===== src/inc/ref_pkg.sv =====
// shared constants and carriers for the radio event flag bank
package ref_pkg;
   // ****************
   // sizes
   // ****************
   localparam int NUM_EVT = 13;
   localparam int BC_W = 16;

   // ****************
   // event indices
   // ****************
   localparam int IDX_RSSI = 0;
   localparam int IDX_BCM = 1;
   localparam int IDX_CRC_GOOD = 2;
   localparam int IDX_CRC_BAD = 3;
   localparam int IDX_FRAME = 4;
   localparam int IDX_ED_DONE = 5;
   localparam int IDX_ED_HALT = 6;
   localparam int IDX_CLEAR = 7;
   localparam int IDX_BUSY = 8;
   localparam int IDX_ASSESS = 9;
   localparam int IDX_RATE = 10;
   localparam int IDX_TX = 11;
   localparam int IDX_RX = 12;

   // ****************
   // register offsets
   // ****************
   localparam logic [11:0] EVT_OFS [NUM_EVT] = '{
      12'h11C, 12'h128, 12'h130, 12'h134, 12'h138, 12'h13C, 12'h140,
      12'h144, 12'h148, 12'h14C, 12'h150, 12'h154, 12'h158};
   localparam logic [11:0] OFS_INT_STATUS = 12'h400;
   localparam logic [11:0] OFS_INT_MASK = 12'h404;
   localparam logic [11:0] OFS_RX_MODE = 12'h408;
   localparam logic [11:0] OFS_BC_COMPARE = 12'h40C;
   localparam logic [11:0] OFS_BC_COUNT = 12'h410;

   // ****************
   // reset values
   // ****************
   localparam logic [NUM_EVT-1:0] RST_EVT = 13'h0000;
   localparam logic [NUM_EVT-1:0] RST_MASK = 13'h0000;
   localparam logic RST_RX_MODE = 1'b0;
   localparam logic [BC_W-1:0] RST_BC_COMPARE = 16'h0000;

   // ****************
   // bus answers
   // ****************
   localparam logic [1:0] RESP_OKAY = 2'h0;
   localparam logic [1:0] RESP_SLVERR = 2'h2;

   // one-cycle event strobes from the radio core
   typedef struct packed {
      logic rx_path_ready;
      logic tx_path_ready;
      logic rate_upshift;
      logic assess_halted;
      logic chan_occupied;
      logic chan_clear;
      logic ed_halted;
      logic ed_done;
      logic frame_len_seen;
      logic crc_bad;
      logic crc_good;
      logic rssi_done;
   } ref_radio_evt_s;

   // on-air bit counter control
   typedef struct packed {
      logic run;
      logic tick;
   } ref_bitcnt_s;
endpackage


===== src/logic/ref_event_bank.sv =====
// radio event flag bank with AXI4-Lite register access
//
// The AXI4-Lite slave port was chosen for this implementation.
module ref_event_bank
   import ref_pkg::*;
(
   input wire logic mclk,
   input wire logic resetn,
   input ref_radio_evt_s radio_evt,
   input ref_bitcnt_s bit_cnt,
   input wire logic [11:0] s_axi_awaddr,
   input wire logic s_axi_awvalid,
   output logic s_axi_awready,
   input wire logic [31:0] s_axi_wdata,
   input wire logic [3:0] s_axi_wstrb,
   input wire logic s_axi_wvalid,
   output logic s_axi_wready,
   output logic [1:0] s_axi_bresp,
   output logic s_axi_bvalid,
   input wire logic s_axi_bready,
   input wire logic [11:0] s_axi_araddr,
   input wire logic s_axi_arvalid,
   output logic s_axi_arready,
   output logic [31:0] s_axi_rdata,
   output logic [1:0] s_axi_rresp,
   output logic s_axi_rvalid,
   input wire logic s_axi_rready,
   output logic irq,
   output logic rx_long_range_fast
);
   // ****************
   // write channel
   // ****************
   logic aw_held_r, aw_held_nxt, w_held_r, w_held_nxt, bvalid_r, bvalid_nxt, wr_en;
   logic [11:0] aw_addr_r, aw_addr_nxt;
   logic [31:0] w_data_r, w_data_nxt;
   logic [3:0] w_strb_r, w_strb_nxt;
   logic [1:0] bresp_r, bresp_nxt;
   logic [31:0] be;
   logic [NUM_EVT-1:0] wr_evt;
   logic wr_st, wr_mask, wr_mode, wr_cmp;
   assign s_axi_awready = !aw_held_r;
   assign s_axi_wready = !w_held_r;
   assign s_axi_bvalid = bvalid_r;
   assign s_axi_bresp = bresp_r;
   assign wr_en = aw_held_r && w_held_r && !bvalid_r;
   assign be = {{8{w_strb_r[3]}}, {8{w_strb_r[2]}}, {8{w_strb_r[1]}}, {8{w_strb_r[0]}}};

   always_comb begin
      wr_st = 1'b0;
      wr_mask = 1'b0;
      wr_mode = 1'b0;
      wr_cmp = 1'b0;
      for (int k = 0; k < NUM_EVT; k++) begin
         wr_evt[k] = wr_en && w_strb_r[0] && (aw_addr_r[11:2] == EVT_OFS[k][11:2]);
      end
      if (aw_addr_r[11:2] == OFS_INT_STATUS[11:2]) begin
         wr_st = wr_en;
      end else if (aw_addr_r[11:2] == OFS_INT_MASK[11:2]) begin
         wr_mask = wr_en;
      end else if (aw_addr_r[11:2] == OFS_RX_MODE[11:2]) begin
         wr_mode = wr_en && w_strb_r[0];
      end else if (aw_addr_r[11:2] == OFS_BC_COMPARE[11:2]) begin
         wr_cmp = wr_en;
      end
   end

   always_comb begin
      aw_held_nxt = aw_held_r;
      aw_addr_nxt = aw_addr_r;
      w_held_nxt = w_held_r;
      w_data_nxt = w_data_r;
      w_strb_nxt = w_strb_r;
      bvalid_nxt = bvalid_r;
      bresp_nxt = bresp_r;
      if (s_axi_awvalid && !aw_held_r) begin
         aw_held_nxt = 1'b1;
         aw_addr_nxt = s_axi_awaddr;
      end
      if (s_axi_wvalid && !w_held_r) begin
         w_held_nxt = 1'b1;
         w_data_nxt = s_axi_wdata;
         w_strb_nxt = s_axi_wstrb;
      end
      if (bvalid_r && s_axi_bready) begin
         bvalid_nxt = 1'b0;
      end
      if (wr_en) begin
         aw_held_nxt = 1'b0;
         w_held_nxt = 1'b0;
         bvalid_nxt = 1'b1;
         // the count register is read-only, so it answers like a hole
         bresp_nxt = (|wr_evt || wr_st || wr_mask || wr_cmp ||
                      (aw_addr_r[11:2] == OFS_RX_MODE[11:2])) ? RESP_OKAY : RESP_SLVERR;
      end
   end

   always_ff @(posedge mclk) begin
      if (!resetn) begin
         aw_held_r <= 1'b0;
         aw_addr_r <= 12'h000;
         w_held_r <= 1'b0;
         w_data_r <= 32'h00000000;
         w_strb_r <= 4'h0;
         bvalid_r <= 1'b0;
         bresp_r <= RESP_OKAY;
      end else begin
         aw_held_r <= aw_held_nxt;
         aw_addr_r <= aw_addr_nxt;
         w_held_r <= w_held_nxt;
         w_data_r <= w_data_nxt;
         w_strb_r <= w_strb_nxt;
         bvalid_r <= bvalid_nxt;
         bresp_r <= bresp_nxt;
      end
   end

   // ****************
   // bit counter
   // ****************
   logic [BC_W-1:0] cnt_r, cnt_nxt, cmp_r, cmp_nxt, cnt_inc;
   logic bc_match;
   assign cnt_inc = cnt_r + 16'h0001;
   assign bc_match = bit_cnt.run && bit_cnt.tick && (cnt_inc == cmp_r);

   always_comb begin
      cnt_nxt = cnt_r;
      cmp_nxt = wr_cmp ? ((w_data_r[BC_W-1:0] & be[BC_W-1:0]) | (cmp_r & ~be[BC_W-1:0])) : cmp_r;
      // counter clears whenever the radio is not counting
      if (!bit_cnt.run) begin
         cnt_nxt = 16'h0000;
      end else if (bit_cnt.tick) begin
         cnt_nxt = cnt_inc;
      end
   end

   always_ff @(posedge mclk) begin
      if (!resetn) begin
         cnt_r <= 16'h0000;
         cmp_r <= RST_BC_COMPARE;
      end else begin
         cnt_r <= cnt_nxt;
         cmp_r <= cmp_nxt;
      end
   end

   // ****************
   // event flags
   // ****************
   logic [NUM_EVT-1:0] ev_pulse, evt_r, evt_nxt, st_r, st_nxt, mask_r, mask_nxt, st_clr;
   logic mode_r, mode_nxt, irq_r, irq_nxt;
   always_comb begin
      ev_pulse[IDX_RSSI] = radio_evt.rssi_done;
      ev_pulse[IDX_BCM] = bc_match;
      ev_pulse[IDX_CRC_GOOD] = radio_evt.crc_good;
      ev_pulse[IDX_CRC_BAD] = radio_evt.crc_bad;
      ev_pulse[IDX_FRAME] = radio_evt.frame_len_seen;
      ev_pulse[IDX_ED_DONE] = radio_evt.ed_done;
      ev_pulse[IDX_ED_HALT] = radio_evt.ed_halted;
      ev_pulse[IDX_CLEAR] = radio_evt.chan_clear;
      ev_pulse[IDX_BUSY] = radio_evt.chan_occupied;
      ev_pulse[IDX_ASSESS] = radio_evt.assess_halted;
      ev_pulse[IDX_RATE] = radio_evt.rate_upshift;
      ev_pulse[IDX_TX] = radio_evt.tx_path_ready;
      ev_pulse[IDX_RX] = radio_evt.rx_path_ready;
   end

   always_comb begin
      st_clr = wr_st ? (w_data_r[NUM_EVT-1:0] & be[NUM_EVT-1:0]) : 13'h0000;
      // a new event wins over a write in the same cycle
      for (int k = 0; k < NUM_EVT; k++) begin
         evt_nxt[k] = ev_pulse[k] | (wr_evt[k] ? w_data_r[0] : evt_r[k]);
      end
      st_nxt = ev_pulse | (st_r & ~st_clr);
      mask_nxt = wr_mask ? ((w_data_r[NUM_EVT-1:0] & be[NUM_EVT-1:0]) |
                            (mask_r & ~be[NUM_EVT-1:0])) : mask_r;
      mode_nxt = ev_pulse[IDX_RATE] | (wr_mode ? w_data_r[0] : mode_r);
      irq_nxt = |(st_nxt & mask_nxt);
   end

   always_ff @(posedge mclk) begin
      if (!resetn) begin
         evt_r <= RST_EVT;
         st_r <= RST_EVT;
         mask_r <= RST_MASK;
         mode_r <= RST_RX_MODE;
         irq_r <= 1'b0;
      end else begin
         evt_r <= evt_nxt;
         st_r <= st_nxt;
         mask_r <= mask_nxt;
         mode_r <= mode_nxt;
         irq_r <= irq_nxt;
      end
   end

   assign irq = irq_r;
   assign rx_long_range_fast = mode_r;

   // ****************
   // read channel
   // ****************
   logic rvalid_r, rvalid_nxt, rd_evt_r, rd_evt_nxt, rd_ok, rd_is_evt;
   logic [31:0] rdata_r, rdata_nxt, rd_word;
   logic [1:0] rresp_r, rresp_nxt;
   assign s_axi_arready = !rvalid_r;
   assign s_axi_rvalid = rvalid_r;
   assign s_axi_rdata = rdata_r;
   assign s_axi_rresp = rresp_r;

   always_comb begin
      rd_word = 32'h00000000;
      rd_ok = 1'b0;
      rd_is_evt = 1'b0;
      for (int k = 0; k < NUM_EVT; k++) begin
         if (s_axi_araddr[11:2] == EVT_OFS[k][11:2]) begin
            rd_word = {31'h00000000, evt_r[k]};
            rd_ok = 1'b1;
            rd_is_evt = 1'b1;
         end
      end
      if (s_axi_araddr[11:2] == OFS_INT_STATUS[11:2]) begin
         rd_word = {19'h00000, st_r};
         rd_ok = 1'b1;
      end else if (s_axi_araddr[11:2] == OFS_INT_MASK[11:2]) begin
         rd_word = {19'h00000, mask_r};
         rd_ok = 1'b1;
      end else if (s_axi_araddr[11:2] == OFS_RX_MODE[11:2]) begin
         rd_word = {31'h00000000, mode_r};
         rd_ok = 1'b1;
      end else if (s_axi_araddr[11:2] == OFS_BC_COMPARE[11:2]) begin
         rd_word = {16'h0000, cmp_r};
         rd_ok = 1'b1;
      end else if (s_axi_araddr[11:2] == OFS_BC_COUNT[11:2]) begin
         rd_word = {16'h0000, cnt_r};
         rd_ok = 1'b1;
      end
   end

   always_comb begin
      rvalid_nxt = rvalid_r;
      rdata_nxt = rdata_r;
      rresp_nxt = rresp_r;
      rd_evt_nxt = rd_evt_r;
      if (rvalid_r && s_axi_rready) begin
         rvalid_nxt = 1'b0;
      end
      if (s_axi_arvalid && !rvalid_r) begin
         rvalid_nxt = 1'b1;
         rdata_nxt = rd_word;
         rresp_nxt = rd_ok ? RESP_OKAY : RESP_SLVERR;
         rd_evt_nxt = rd_is_evt;
      end
   end

   always_ff @(posedge mclk) begin
      if (!resetn) begin
         rvalid_r <= 1'b0;
         rdata_r <= 32'h00000000;
         rresp_r <= RESP_OKAY;
         rd_evt_r <= 1'b0;
      end else begin
         rvalid_r <= rvalid_nxt;
         rdata_r <= rdata_nxt;
         rresp_r <= rresp_nxt;
         rd_evt_r <= rd_evt_nxt;
      end
   end
endmodule


===== config.mk =====
export PLATFORM = sky130hd
export DESIGN_NAME = ref_event_bank
export DESIGN_NICKNAME = d
export VERILOG_FILES = /design/src/inc/ref_pkg.sv /design/src/logic/ref_event_bank.sv
export SDC_FILE = /design/constraint.sdc
export NUM_CORES = 1
export LEC_CHECK = 0
export ABC_AREA = 1
export BUFFER_PORTS_ARGS = -buffer_cell sky130_fd_sc_hd__buf_4
export CORE_MARGIN = 2
export CORE_UTILIZATION = 50
export CTS_BUF_LIST = sky130_fd_sc_hd__clkbuf_4
export DETAILED_ROUTE_END_ITERATION = 7
export PLACE_DENSITY = 0.73
export SLEW_MARGIN = 10
export SYNTH_ARGS = -nofsm -noshare
export SYNTH_HDL_FRONTEND = slang
export SYNTH_SLANG_ARGS = --single-unit

===== constraint.sdc =====
create_clock -name mclk -period 2 [get_ports mclk]
set_input_delay 0.2 -clock mclk [delete_from_list [all_inputs] [get_ports mclk]]
set_output_delay 0.2 -clock mclk [all_outputs]
set_load 0.1 [all_outputs]

== Yosys cells after proc, flatten, opt, wreduce, memory -nomap -nowiden ==
Index checks and enable logic that the tools add are counted.
Storage, ports and cells
  bits of input ports: 81
  output and inout port bits: 43
  register bits after elaboration: 143
  logic and storage cells: 186
Cells by class
  bitwise gates (word level): 27
  equality and inequality tests: 36
  reductions and logical operators: 37
  add/sub/neg operators: 1
  mux-type cells: 68
Operator list (count)
  2-to-1 mux 32 bit: 17
  == test 10 x 7 -> 1 bit (second input constant): 26
  == test 10 x 9 -> 1 bit (second input constant): 9
  bitwise AND 13 bit: 4
  2-to-1 mux 1 bit: 47
  bitwise AND 16 bit: 2
  2-to-1 mux 13 bit: 2
  NOT 13 bit: 2
  OR 13 bit: 2
  OR reduction 13 bit: 2
  logical AND 1 bit: 23
  adder 16 x 1 -> 16 bit (second input constant): 1
  == test 16 bit: 1
  NOT 16 bit: 1
  OR 16 bit: 1
  OR 1 bit: 14
  zero test 1 bit: 4
  logical OR 1 bit: 4
  2-to-1 mux 2 bit: 2
  nonzero test 2 bit: 2
  AND reduction 2 bit: 1
  OR reduction 2 bit: 1
  NOT 1 bit: 1

== Longest topological paths before layout ==
  word-level depth: 20
  mapped depth: 17

== Least setup slack after synthesis ==
Ideal clock, no wire load.
  kind: flip-flop to flip-flop
  start: reg rvalid_r, in the netlist s_axi_rvalid
  end: reg rdata_r[10], in the netlist s_axi_rdata[10]
  setup time: 0.070 ns
  arrival: 2.676 ns
  stages on the path, launching flop included: 7
  setup slack: -0.746 ns
  data required time: 1.930 ns
  cells stage by stage: dfxtp_1 > inv_1 > nand2_1 > clkbuf_1 > clkbuf_1 > nand2_1 > a21oi_1
On the way
  longest elaborated chain between the ends: 2
RTL lines
  from (decl): line ref_event_bank.sv:203  | logic rvalid_r, rvalid_nxt, rd_evt_r, rd_evt_nxt, rd_ok, rd_is_evt;
  from (signal assigned): line ref_event_bank.sv:263  | rvalid_r <= rvalid_nxt;
  zero test 1 bit
  via s_axi_arready: line ref_event_bank.sv:23  | output logic s_axi_arready,
  logical AND 1 bit: line ref_event_bank.sv:248  | if (s_axi_arvalid && !rvalid_r) begin
  to (signal assigned): line ref_event_bank.sv:264  | rdata_r <= rdata_nxt;
  to (decl): line ref_event_bank.sv:204  | logic [31:0] rdata_r, rdata_nxt, rd_word;
The timed path passes the listed nets, and every way through them passes these cells.
A chain may end at the register's enable or synchronous reset.

== Final worst setup path ==
  start: reg cnt_r[0]
  end: reg evt_r[1]
On the way
  longest elaborated chain between the ends: 4
RTL lines
  from (decl): line ref_event_bank.sv:121  | logic [BC_W-1:0] cnt_r, cnt_nxt, cmp_r, cmp_nxt, cnt_inc;
  from (signal assigned): line ref_event_bank.sv:142  | cnt_r <= cnt_nxt;
  adder 16 x 1 -> 16 bit: line ref_event_bank.sv:123  | assign cnt_inc = cnt_r + 16'h0001;
  == test 16 bit: line ref_event_bank.sv:124  | assign bc_match = bit_cnt.run && bit_cnt.tick && (cnt_inc == cmp_r);
  logical AND 1 bit: line ref_event_bank.sv:124
  OR 1 bit: line ref_event_bank.sv:172  | evt_nxt[k] = ev_pulse[k] | (wr_evt[k] ? w_data_r[0] : evt_r[k]);
  to (signal assigned): line ref_event_bank.sv:189  | evt_r <= evt_nxt;
  to (decl): line ref_event_bank.sv:150  | logic [NUM_EVT-1:0] ev_pulse, evt_r, evt_nxt, st_r, st_nxt, mask_r, mask_nxt, st_clr;
Every way passes these cells.

==> summary.txt <==
Global route
  • GRT Total Usage: a little under 30%
  • Vias in the first global route: roughly 6200
  • First-pass GRT wire length: 30800 µm
  • Pin count of the biggest net entering global routing: 48
  • GR Overflow Total: 0
  • Initial antenna violation count: 0

Route
  • Vias/cell: around 5.3
  • Post-route antenna net violation count: 0
  • DRC: 4
  • Number of DRC markers in iteration 0: 535
  • Wirelength per Cell: about 15 µm
  • First-pass iteration count of the detailed router: 8
  • DRT Wirelength: around 20000 µm
  • Via count: around 6900

Power
  • Leak: ~3.8 nW
  • Tot Pwr: approximately 5.3 mW
  • Pwr/cell area: 621 nW/µm²
  • Peak VDD IR: approximately 450 µV

Run
  • Max Cap Viol: 0

Clocking
  • Root Buffer: clkbuf_4
  • TritonCTS Buffers: 17
  • Clock Sinks: 123
  • Clock transition at the registers of the reported paths: around 0.13 ns
  • CTS tree: yes
  • Clock Latency Late Sink: about 0.56 ns
  • H-tree levels: 4
  • Clock buffer depth: 2

Synthesis
  • Synthesized area per cell: between 6 and 7 µm²
  • Gate count after technology mapping: just over 900
  • Syn. warnings: 0
  • Register area share after synthesis: around two fifths
  • Register bit total from synthesis: 123
  • Share of synthesized registers carrying an async set or reset: 0%
  • Number of synthesized flops with an enable pin: 0
  • Cell area after synthesis: between 6000 and 7000 µm²
  • Top FF cell, synth: dfxtp_1
  • Netlist cell types: 46

Cells and area
  • Layout fillers: about 1100
  • Most common library cell in the layout ignoring fill and taps: buf_4
  • Share of cells above drive strength 1: between 20% and 30%
  • Ant diodes: 0
  • Most frequent cells in the layout: 166 x buf_4, 139 x inv_1, 134 x nand2_1
  • NumNets Final: roughly 1200
  • Core Util, Final: between 60% and 70%
  • Layout Cells excl Fill: between 1000 and 1500
  • Layout area overhead: 34.5%

STA
  • Final setup margin: -0.319 ns
  • RSZ-0062 raised after global routing: true
  • Pins Over Slew Limit: 0
  • Minimum clock period: 2.32 ns
  • Worst Max-Slew Pin Slew: roughly 0.6 ns
  • Peak Freq: about 430 MHz
  • Setup tns final: -0.809 ns
  • Tcrit/Tclk final: 116%
  • Relative slew margins: about three fifths
  • # setup viols final: 3
  • Final hold vios: 0
  • Clk_skew: ~0.024 ns

Status
  • Status: finished with violations
  • Failing checks: DRC, setup timing

Setup path
  • Worst R2R Setup Slack: -0.32 ns
  • Critical path type: flop to flop
  • Worst Setup Start Kind: flop
  • Reg2reg end: evt_r[1]
  • Crit path arrival time: 2.82 ns
  • R2R Path Start: cnt_r[0]
  • Register-to-Register Path Depth: 12
  • Worst-path maximum fanout: 3
  • Worst setup EP type: flop
  • Critical Path RT: approximately 2.5 ns

Placed design
  • Port Buf Inserts: 83
  • DP Wirelength: approximately 14000 µm
  • Dpl ws: -0.259 ns
  • DP Cell Count: 1222
  • Final RePlAce weighted congestion: 0.942

Floorplanning
  • Die area: around 14000 µm²
  • Die Y-Extent: between 100 and 150 µm
  • Chip width: 116 µm
  • Core box area: approximately 12000 µm²
  • Initial Util: around 50%
  • Top Ports: approximately 120
  • # rows: roughly 40

Hold path
  • Hold Crit Start: resetn
  • Hold Path Depth: 3
  • Hold path endpoint: evt_r[6]
  • Hold/Removal Path Class: input pin to flop
cell usage after synthesis (3+ instances only):
library cell	count	share of area, %
buf_1	3	0.18
o221ai_1	12	1.7
nand4_1	23	2.3
nand3_1	22	1.7
a221oi_1	4	0.55
a21oi_1	84	6.7
buf_4	18	2.1
nor2_1	114	6.8
inv_2	5	0.30
nor3_2	3	0.48
dfxtp_1	123	39
clkbuf_1	27	1.6
xor2_1	19	2.6
o21ai_0	100	7.9
inv_1	143	8.5
o32ai_1	11	1.5
o211ai_1	4	0.48
nand2_1	137	8.1
nor3_1	18	1.4
o22ai_1	14	1.4
nor2_2	3	0.30
nor4_1	7	0.69
metrics by stage:
stage | hold WS, ns | instance area (µm²)
after CTS | 0.00667 | 8330
final | 0.0399 | 8500
after detailed placement | 0.428 | 7560
after global routing | 0.00998 | 8500
after global placement | 0.424 | 7560
after floorplan | 0.330 | 6410
worst max-delay path, cell delays in order, from the launching register on:
cell and delay, ns:
dfxtp_2 0.37, buf_6 0.11, inv_4 0.04, nor3_4 0.13, nand3_2 0.15, buf_6 0.15, nor4_4 0.32, xor2_2 0.30
nor2_2 0.09, nand3b_1 0.16, nor2_1 0.10, nand4_1 0.18, a21oi_2 0.18
where the power goes:
| group | switching, mW | internal [mW] | leakage (nW) |
|---|---|---|---|
| logic | 0.627 | 0.339 | 2.60 |
| clock network | 1.05 | 0.633 | 0.141 |
| registers | 0.0772 | 2.55 | 1.01 |
| total | 1.76 | 3.52 | 3.75 |
kinds of logic after synthesis:
| logic type | synth area share (%) |
|---|---|
| DFF | 39.0 |
| xor gates and xnor gates | 2.77 |
| other | 0.0593 |
| and+or+nand+nor | 23.6 |
| muxes | 0.158 |
| buffers and inverters | 13.2 |
| adders and majority gates | 0.198 |
| AOI/OAI and AO/OA | 21.0 |
timing repair:
action	in CTS	in global routing
resized for setup	14	32
hold buffers	44	0
pin swaps	5	17
endpoints found under the hold margin	57	0
endpoints found under the setup margin	4	13
buffers inserted	1	6
area by class of cell:
class,count,area (µm²),area share [%]
inverters,149,571,6.71
well taps,172,215,2.53
multi-input cells,616,3250,38.2
clock inverters,15,141,1.66
clock buffers,17,128,1.50
repair buffers,213,1720,20.2
flip-flops and latches,123,2480,29.1
layer usage:
metal / vias to the layer above / wire length [µm] / track usage [%] / share of wire, %
met4: 0 / 361 / 9.29 / 1.9
met3: 28 / 1250 / 5.50 / 6.4
met1: 3166 / 8540 / 38.7 / 44
met2: 295 / 9350 / 49.3 / 48
met5: - / 0 / 0 / 0
li1: 3413 / - / - / -
worst max path at each step:
stage                        startpoint        to  slack (ns)  depth (start not counted)
after floorplan                w_held_r       irq        0.02                         12
after global placement    aw_addr_r[10]       irq       -0.17                         12
after detailed placement  aw_addr_r[10]       irq       -0.26                         14
after CTS                      cnt_r[0]       irq       -0.11                         15
after global routing           cnt_r[0]  evt_r[1]       -0.36                         12
final                          cnt_r[0]  evt_r[1]       -0.32                         12
No activity file was read; power rests on OpenSTA's default activity.
